**src/verilog/ebzi_pkg.sv**
```systemverilog
// Package: constants for the external bus zone interface
// Assumes: one 10 MHz clock, no register bus; timing comes in as ports
package ebzi_pkg;
    localparam int ADDR_W      = 19;
    localparam int DATA_W      = 16;
    localparam int ZONE_W      = 3;
    localparam int PHASE_W     = 4;
    localparam int SYNC_STAGES = 2;

    // Zone numbers that own a chip select
    localparam logic [2:0] ZONE_0 = 3'h0;
    localparam logic [2:0] ZONE_1 = 3'h1;
    localparam logic [2:0] ZONE_2 = 3'h2;
    localparam logic [2:0] ZONE_6 = 3'h6;
    localparam logic [2:0] ZONE_7 = 3'h7;

    // Reset values
    localparam logic              MODE_RST   = 1'b0;
    localparam logic [ADDR_W-1:0] ADDR_RST   = 19'h00000;
    localparam logic [DATA_W-1:0] DATA_RST   = 16'h0000;
    localparam logic [PHASE_W-1:0] CNT_RST   = 4'h0;

    // One-hot access sequencer
    typedef enum logic [4:0] {
        EBZI_IDLE  = 5'h01,
        EBZI_LEAD  = 5'h02,
        EBZI_ACT   = 5'h04,
        EBZI_TRAIL = 5'h08,
        EBZI_HOLD  = 5'h10
    } ebzi_state_e;
endpackage : ebzi_pkg

```
**src/verilog/ebzi_sync.sv**
```systemverilog
// Holds: two flip-flop level synchroniser
// Assumes: destination clock is the block clock
`timescale 1ns/1ps
module ebzi_sync (
    // Clock and reset
    input  wire logic clock,
    input  wire logic rst_n,
    // Level in and out
    input  wire logic din,
    output logic      dout
);
    logic meta_q;

    always_ff @(posedge clock or negedge rst_n) begin
        if (!rst_n) begin
            meta_q <= 1'b1;
            dout   <= 1'b1;
        end else begin
            meta_q <= din;
            dout   <= meta_q;
        end
    end
endmodule : ebzi_sync

```
**src/verilog/ebzi_phase_cnt.sv**
```systemverilog
// Holds: down counter for one strobe phase
// Assumes: load and run come from the sequencer
`timescale 1ns/1ps
module ebzi_phase_cnt (
    // Clock and reset
    input  wire logic                         clock,
    input  wire logic                         rst_n,
    // Control
    input  wire logic                         load,
    input  wire logic [ebzi_pkg::PHASE_W-1:0] length,
    input  wire logic                         run,
    // Status
    output logic                              done
);
    logic [ebzi_pkg::PHASE_W-1:0] cnt_q;

    always_ff @(posedge clock or negedge rst_n) begin
        if (!rst_n) begin
            cnt_q <= ebzi_pkg::CNT_RST;
        end else if (load) begin
            cnt_q <= length;
        end else if (run && cnt_q != ebzi_pkg::CNT_RST) begin
            cnt_q <= cnt_q - 4'h1;
        end
    end

    // Last cycle of the phase (length 0 or 1 both give one cycle)
    assign done = (cnt_q <= 4'h1);
endmodule : ebzi_phase_cnt

```
**src/verilog/ebzi_top.sv**
```systemverilog
// Holds: external bus zone interface, pin-level access sequencer
// Assumes: accesses arrive on a valid/ready port; timing per zone as ports
`timescale 1ns/1ps
module ebzi_top (
    // Clock and reset
    input  wire logic                        clock,
    input  wire logic                        rst_n,
    // Access request
    input  wire logic                        req_valid,
    output logic                             req_ready,
    input  wire logic                        req_write,
    input  wire logic [ebzi_pkg::ZONE_W-1:0] req_zone,
    input  wire logic [ebzi_pkg::ADDR_W-1:0] req_addr,
    input  wire logic [ebzi_pkg::DATA_W-1:0] req_wdata,
    input  wire logic                        req_pending,
    // Access answer
    output logic                             rsp_valid,
    output logic [ebzi_pkg::DATA_W-1:0]      rsp_rdata,
    output logic                             rsp_boot,
    // Zone timing, all zones side by side
    input  wire logic [8*ebzi_pkg::PHASE_W-1:0] lead_len,
    input  wire logic [8*ebzi_pkg::PHASE_W-1:0] active_len,
    input  wire logic [8*ebzi_pkg::PHASE_W-1:0] trail_len,
    input  wire logic [7:0]                     use_ready,
    input  wire logic [7:0]                     ready_async,
    // Configuration bit for zone 7 mode
    input  wire logic                        mode_wr,
    input  wire logic                        mode_wdata,
    output logic                             ext_bus_config_two,
    // Mode pin
    input  wire logic                        zone_top_mode_select,
    // Hold handshake
    input  wire logic                        bus_hold_request_n,
    output logic                             bus_hold_grant_n,
    // Address bus
    output logic [ebzi_pkg::ADDR_W-1:0]      ext_address_bus_o,
    output logic                             ext_address_bus_oe,
    // Data bus
    input  wire logic [ebzi_pkg::DATA_W-1:0] ext_data_bus_i,
    output logic [ebzi_pkg::DATA_W-1:0]      ext_data_bus_o,
    output logic                             ext_data_bus_oe,
    // Strobes and selects
    output logic                             strobe_oe,
    output logic                             chip_select_low_zones_n,
    output logic                             chip_select_mid_zone_n,
    output logic                             chip_select_high_zones_n,
    output logic                             write_strobe_n,
    output logic                             read_strobe_n,
    output logic                             read_not_write,
    // Ready
    input  wire logic                        access_ready
);
    ebzi_pkg::ebzi_state_e state_q;
    ebzi_pkg::ebzi_state_e state_d;

    logic [ebzi_pkg::ADDR_W-1:0] addr_q;
    logic [ebzi_pkg::DATA_W-1:0] wdata_q;
    logic [ebzi_pkg::DATA_W-1:0] rdata_q;
    logic [ebzi_pkg::ZONE_W-1:0] zone_q;
    logic                        write_q;
    logic                        mode_q;
    logic                        seen_reset_q;
    logic                        rsp_q;
    logic                        boot_q;
    logic                        grant_q;
    logic                        hold_rq_q;

    // ****************************************************************
    // Decode
    // ****************************************************************
    wire is_idle  = (state_q == ebzi_pkg::EBZI_IDLE);
    wire in_lead  = (state_q == ebzi_pkg::EBZI_LEAD);
    wire in_act   = (state_q == ebzi_pkg::EBZI_ACT);
    wire in_trail = (state_q == ebzi_pkg::EBZI_TRAIL);
    wire in_hold  = (state_q == ebzi_pkg::EBZI_HOLD);
    wire busy     = in_lead | in_act | in_trail;

    wire req_boot = (req_zone == ebzi_pkg::ZONE_7) && !mode_q;
    wire hold_req = !bus_hold_request_n;

    // grant only when idle and nothing queued
    wire may_grant = is_idle && hold_req && !req_valid && !req_pending;
    assign req_ready = is_idle && !may_grant && !hold_req;
    wire take      = req_valid && req_ready;
    wire start_ext = take && !req_boot;

    wire [ebzi_pkg::PHASE_W-1:0] cur_lead   = lead_len[zone_q*ebzi_pkg::PHASE_W +: 4];
    wire [ebzi_pkg::PHASE_W-1:0] cur_active = active_len[zone_q*ebzi_pkg::PHASE_W +: 4];
    wire [ebzi_pkg::PHASE_W-1:0] cur_trail  = trail_len[zone_q*ebzi_pkg::PHASE_W +: 4];
    wire [ebzi_pkg::PHASE_W-1:0] new_lead   = lead_len[req_zone*ebzi_pkg::PHASE_W +: 4];

    // ****************************************************************
    // Ready sampling
    // ****************************************************************
    logic ready_sync;
    ebzi_sync u_ready_sync (
        .clock (clock),
        .rst_n (rst_n),
        .din   (access_ready),
        .dout  (ready_sync)
    );
    wire ready_seen = !use_ready[zone_q] ? 1'b1 :
                      (ready_async[zone_q] ? ready_sync : access_ready);

    // ****************************************************************
    // Phase counters
    // ****************************************************************
    logic lead_done;
    logic act_done;
    logic trail_done;
    wire  act_load   = in_lead && lead_done;
    wire  trail_load = in_act && act_done && ready_seen;

    ebzi_phase_cnt u_lead_cnt (
        .clock  (clock),
        .rst_n  (rst_n),
        .load   (start_ext),
        .length (new_lead),
        .run    (in_lead),
        .done   (lead_done)
    );
    ebzi_phase_cnt u_act_cnt (
        .clock  (clock),
        .rst_n  (rst_n),
        .load   (act_load),
        .length (cur_active),
        .run    (in_act),
        .done   (act_done)
    );
    ebzi_phase_cnt u_trail_cnt (
        .clock  (clock),
        .rst_n  (rst_n),
        .load   (trail_load),
        .length (cur_trail),
        .run    (in_trail),
        .done   (trail_done)
    );

    // ****************************************************************
    // Sequencer
    // ****************************************************************
    always_comb begin
        state_d = state_q;
        case (state_q)
            ebzi_pkg::EBZI_IDLE: begin
                if (may_grant) begin
                    state_d = ebzi_pkg::EBZI_HOLD;
                end else if (start_ext) begin
                    state_d = ebzi_pkg::EBZI_LEAD;
                end
            end
            ebzi_pkg::EBZI_LEAD: begin
                if (lead_done) begin
                    state_d = ebzi_pkg::EBZI_ACT;
                end
            end
            ebzi_pkg::EBZI_ACT: begin
                if (act_done && ready_seen) begin
                    state_d = ebzi_pkg::EBZI_TRAIL;
                end
            end
            ebzi_pkg::EBZI_TRAIL: begin
                if (trail_done) begin
                    state_d = ebzi_pkg::EBZI_IDLE;
                end
            end
            ebzi_pkg::EBZI_HOLD: begin
                if (!hold_req) begin
                    state_d = ebzi_pkg::EBZI_IDLE;
                end
            end
            default: begin
                state_d = ebzi_pkg::EBZI_IDLE;
            end
        endcase
    end

    always_ff @(posedge clock or negedge rst_n) begin
        if (!rst_n) begin
            state_q <= ebzi_pkg::EBZI_IDLE;
        end else begin
            state_q <= state_d;
        end
    end

    // ****************************************************************
    // Access capture
    // ****************************************************************
    always_ff @(posedge clock or negedge rst_n) begin
        if (!rst_n) begin
            addr_q  <= ebzi_pkg::ADDR_RST;
            wdata_q <= ebzi_pkg::DATA_RST;
            zone_q  <= ebzi_pkg::ZONE_0;
            write_q <= 1'b0;
        end else if (start_ext) begin
            addr_q  <= req_addr;
            wdata_q <= req_wdata;
            zone_q  <= req_zone;
            write_q <= req_write;
        end
    end

    // Read data taken at the end of the active phase
    always_ff @(posedge clock or negedge rst_n) begin
        if (!rst_n) begin
            rdata_q <= ebzi_pkg::DATA_RST;
            rsp_q   <= 1'b0;
            boot_q  <= 1'b0;
        end else begin
            rsp_q  <= (in_trail && trail_done) || (take && req_boot);
            boot_q <= take && req_boot;
            if (trail_load && !write_q) begin
                rdata_q <= ext_data_bus_i;
            end
        end
    end
    assign rsp_valid = rsp_q;
    assign rsp_rdata = rdata_q;
    assign rsp_boot  = boot_q;

    // ****************************************************************
    // Mode bit
    // ****************************************************************
    // latch pin on first clock after reset
    always_ff @(posedge clock or negedge rst_n) begin
        if (!rst_n) begin
            mode_q       <= ebzi_pkg::MODE_RST;
            seen_reset_q <= 1'b0;
        end else begin
            seen_reset_q <= 1'b1;
            if (!seen_reset_q) begin
                mode_q <= zone_top_mode_select;
            end else if (mode_wr) begin
                mode_q <= mode_wdata;
            end
        end
    end
    assign ext_bus_config_two = mode_q;

    // ****************************************************************
    // Hold grant and pin drive
    // ****************************************************************
    always_ff @(posedge clock or negedge rst_n) begin
        if (!rst_n) begin
            grant_q   <= 1'b0;
            hold_rq_q <= 1'b0;
        end else begin
            grant_q   <= (state_d == ebzi_pkg::EBZI_HOLD);
            hold_rq_q <= hold_req;
        end
    end
    assign bus_hold_grant_n = !grant_q;

    wire drive = !grant_q && !in_hold;
    assign ext_address_bus_o  = addr_q;
    assign ext_address_bus_oe = drive;
    assign strobe_oe          = drive;
    assign ext_data_bus_o     = wdata_q;
    assign ext_data_bus_oe    = drive && busy && write_q;

    assign chip_select_low_zones_n  = !(busy && (zone_q == ebzi_pkg::ZONE_0 ||
                                                 zone_q == ebzi_pkg::ZONE_1));
    assign chip_select_mid_zone_n   = !(busy && zone_q == ebzi_pkg::ZONE_2);
    assign chip_select_high_zones_n = !(busy && (zone_q == ebzi_pkg::ZONE_6 ||
                                                 zone_q == ebzi_pkg::ZONE_7));
    assign write_strobe_n = !(in_act && write_q);
    assign read_strobe_n  = !(in_act && !write_q);
    // low only while write cycle runs
    assign read_not_write = !(busy && write_q);

    wire unused_ok = hold_rq_q & (|cur_lead);
endmodule : ebzi_top

```
**config.mk**
```make
export PLATFORM = sky130hd
export DESIGN_NAME = ebzi_top
export DESIGN_NICKNAME = d
export VERILOG_FILES = /design/src/verilog/ebzi_pkg.sv /design/src/verilog/ebzi_sync.sv /design/src/verilog/ebzi_phase_cnt.sv /design/src/verilog/ebzi_top.sv
export SDC_FILE = /design/constraint.sdc
export NUM_CORES = 1
export LEC_CHECK = 0
export BUFFER_PORTS_ARGS = -buffer_cell sky130_fd_sc_hd__buf_2
export CORE_UTILIZATION = 45
export DETAILED_ROUTE_END_ITERATION = 8
export PLACE_DENSITY = 0.78
export SYNTH_ARGS = -nofsm -noshare
export SYNTH_HDL_FRONTEND = slang
export SYNTH_SLANG_ARGS = --single-unit
```
**constraint.sdc**
```tcl
create_clock -name clock -period 5.8 [get_ports clock]
set_input_delay 1.16 -clock clock [delete_from_list [all_inputs] [get_ports clock]]
set_output_delay 1.16 -clock clock [all_outputs]
set_load 0.02 [all_outputs]
```
==> metrics.md <==
| Metric | Value |
|---|---|
| Top FF cell, synth | dfrtp_1 |
| Clock Latency Late Sink | 0.35 ns |
| Met1 wire length | 4.42 mm |
| Hold endpoint | u_ready_sync.dout |
| Crit end category | output pin |
| Nets | 739 |
| Top Ports | 241 |
| First-pass iteration count of the detailed router | 4 |
| R2r endpoint | ext_data_bus_o[6] |
| Pwr Density | 408 nW/um^2 |
| Antenna violations before repair | 0 |
| Die Y | 100 um |
| Pin count of the biggest net entering global routing | 80 |
| H-tree depth | 3 |
| Core Area | 9330 um^2 |
| Clk pin slew, worst setup/hold paths | 0.08 ns |
| Hold_buf cts | 0 |
| Critical path data arrival time | 2.29 ns |
| Hold Violations, Final | 0 |
| Async set-reset flop share out of synthesis | 100% |
| Fmax | 0.290 GHz |
| # port buffers | 240 |
| Slew Viols, Final | 0 |
| First-pass GRT wire length | 16.4 mm |
| Wire length per cell | 15.7 um |
| R2R cell count | 4 |
| Number of flops mapped to enable cells by yosys | 0 |
| CP Data Required Time | 4.64 ns |
| Register area | 1980 um^2 |
| Syn Inst Count | 320 |
| Share of cells above drive strength 1 | 54.7% |
| DRC | 0 |
| GR Overflow Total | 0 |
| Final GP Congestion | 0.809 |
| Num CTS Buffers | 9 |
| CP Max Fanout | 5 |
| Maxcap violations | 0 |
| Hold Path Class | reg -> reg |
| Warnings from Yosys | 0 |
| Synth Cell Area | 4350 um^2 |
| Post-DP Area | 5630 um^2 |
| ANT cells | 0 |
| Worst Hold Launch | u_ready_sync.meta_q |
| Routed WL | 10.8 mm |
| Post-route ant nets | 0 |
| Die width | 100 um |
| #FFs+latches synth | 79 |
| Worst reg-to-reg setup slack | 2.95 ns |
| Max Used Layer | met4 |
| Setup-failing EPs final | 0 |
| Syn avg cell area | 13.6 um^2 |
| Post-CTS setup buffer count | 0 |
| Post-route cell area | 5870 um^2 |
| Crit path launch type | flop |
| Placed cells | 672 |
| Synth Net Count | 505 |
| Worst Skew | 0.00989 ns |
| Peak VDD IR | 0.000190 V |
| CP Class | reg -> out |
| Pleak | 2.88 nW |
| CTS Root Cell | clkbuf_8 |
| Via density | 5.18 |
| Initial drt markers | 95 |
| Status | completed |
| Relative slew slack | 16.6% |
| RSZ-0062 raised after global routing | false |
| Starting Density | 46.7% |
| Site row count | 35 |
| Max Root-Sink Buffers | 2 |
| Worst hold path depth | 0 |
| Layout fillers | 782 |
| Fin crit share | 59.5% |
| Vias post-DR | 3565 |
| Synth cell types | 50 |
| Area grow syn2layout | 34.8% |
| Reg-to-Reg Start | state_q[2] |
| Min Tclk post-route | 3.45 ns |
| GRT Total Usage | 21.4% |
| Met3 WL post-DR | 726 um |
| DIE AREA | 10100 um^2 |
| CTS sink count | 79 |
| CTS tree | built |
| Post-synthesis sequential area ratio | 45.5% |
| Worst-Margin Slew | 1.25 ns |
| Crit path from | state_q[1] |
| DP HPWL | 8.55 mm |
| DR WL met2 | 5.44 mm |
| Final Non-Filler Cells | 688 |
| Vias in the first global route | 3404 |
| Sum Neg Setup Slack | 0 ns |
| Multi-input gate area | 2240 um^2 |
| Post_cts resized | 0 |
Yosys cell counts (3+ instances only):
| master | number | share of area (%) |
|---|---|---|
| inv_1 | 9 | 0.78 |
| mux2_4 | 10 | 3.4 |
| clkbuf_1 | 4 | 0.34 |
| nor2_1 | 17 | 1.5 |
| buf_6 | 3 | 0.78 |
| nor4_1 | 3 | 0.43 |
| a21oi_1 | 7 | 0.80 |
| mux2i_1 | 16 | 3.7 |
| o22a_1 | 3 | 0.60 |
| nand4_1 | 4 | 0.57 |
| ha_1 | 9 | 2.6 |
| nand2b_1 | 3 | 0.43 |
| mux4_2 | 28 | 14 |
| nand2_1 | 9 | 0.78 |
| dfrtp_1 | 76 | 44 |
| xnor2_1 | 5 | 1.0 |
| nor3_1 | 4 | 0.46 |
| a211oi_1 | 5 | 0.86 |
| nand3_1 | 8 | 0.92 |
| nor2b_1 | 5 | 0.72 |
| mux2_1 | 43 | 11 |
| buf_2 | 9 | 1.0 |
| dfstp_2 | 3 | 1.8 |
per-layer routing:
| metal | up-vias | global-route usage, % |
|---|---|---|
| met5 | - | 0 |
| met1 | 1716 | 26.3 |
| met4 | 0 | 9.03 |
| met2 | 166 | 37.2 |
| li1 | 1666 | - |
| met3 | 17 | 3.76 |
power breakdown:
part	total (W)	switching [W]	internal (W)
clock network	0.000490	0.000203	0.000287
registers	0.000865	0.000129	0.000736
logic	0.00104	0.000544	0.000494
cell families (layout without fill, tap and decap cells):
kind of cell,count (synthesis),after routing,synth area share (%)
fa+ha+maj,9,9,2.59
other cells,1,1,0.0861
mux,101,101,34.3
buf+inv,28,267,3.28
flops,79,79,45.5
compound gates,28,28,4.54
xor+xnor,6,6,1.21
simple gates,68,68,8.53
area by class of cell:
class,count,area share [%]
Sequential cell,79,33.7
Clock buffer,11,2.24
Inverter,9,0.575
Multi-Input combinational cell,213,38.1
Timing Repair Buffer,242,20.8
Tap cell,129,2.75
Clock inverter,5,1.81
placed cells by master, fill, tap and decap left out, drive strengths merged, types with 7 or more instances in the layout:
| master | n |
|---|---|
| nand2 | 9 |
| inv | 9 |
| nor2 | 17 |
| dfrtp | 76 |
| nand3 | 8 |
| clkbuf | 11 |
| mux2i | 18 |
| a21oi | 7 |
| buf | 242 |
| mux2 | 55 |
| ha | 9 |
| mux4 | 28 |
critical path, cell delays in order (launching register included):
cell,delay (ns)
dfrtp_1,0.42
or3_4,0.41
or2_1,0.29
and3_1,0.20
or4b_1,0.45
buf_2,0.17
state kept, by name, summed over array words and instances (netlist names):
register / cells
ext_address_bus_o: 19
ext_bus_config_two: 1
ext_data_bus_o: 16
grant_q: 1
rsp_boot: 1
rsp_rdata: 16
rsp_valid: 1
seen_reset_q: 1
state_q: 5
u_act_cnt.cnt_q: 4
u_lead_cnt.cnt_q: 4
u_ready_sync.dout: 1
u_ready_sync.meta_q: 1
u_trail_cnt.cnt_q: 4
write_q: 1
zone_q: 3
how the worst max path moves through the flow:
stage / endpoint / slack [ns] / cells past startpoint
detailed placement: rsp_rdata[6] / 2.51 / 5
CTS: chip_select_mid_zone_n / 2.33 / 5
global placement: rsp_rdata[4] / 2.59 / 5
floorplan: ext_data_bus_oe / 2.81 / 5
global route: chip_select_mid_zone_n / 2.25 / 5
finish: chip_select_mid_zone_n / 2.35 / 5
through the flow:
| step | setup WS [ns] | util (%) | hold slack, ns | total power, W |
|---|---|---|---|---|
| finish | 2.35 | 62.9 | 0.361 | 0.00239 |
| global route | 2.25 | 62.9 | 0.372 | 0.00254 |
| CTS | 2.33 | 62.9 | 0.364 | 0.00242 |
| detailed placement | 2.51 | 60.4 | 0.354 | 0.00193 |
| global placement | 2.59 | 60.4 | 0.347 | 0.00188 |
| floorplan | 2.81 | - | 0.345 | 0.00160 |
Note: power is estimated with default switching activity, not from simulation.
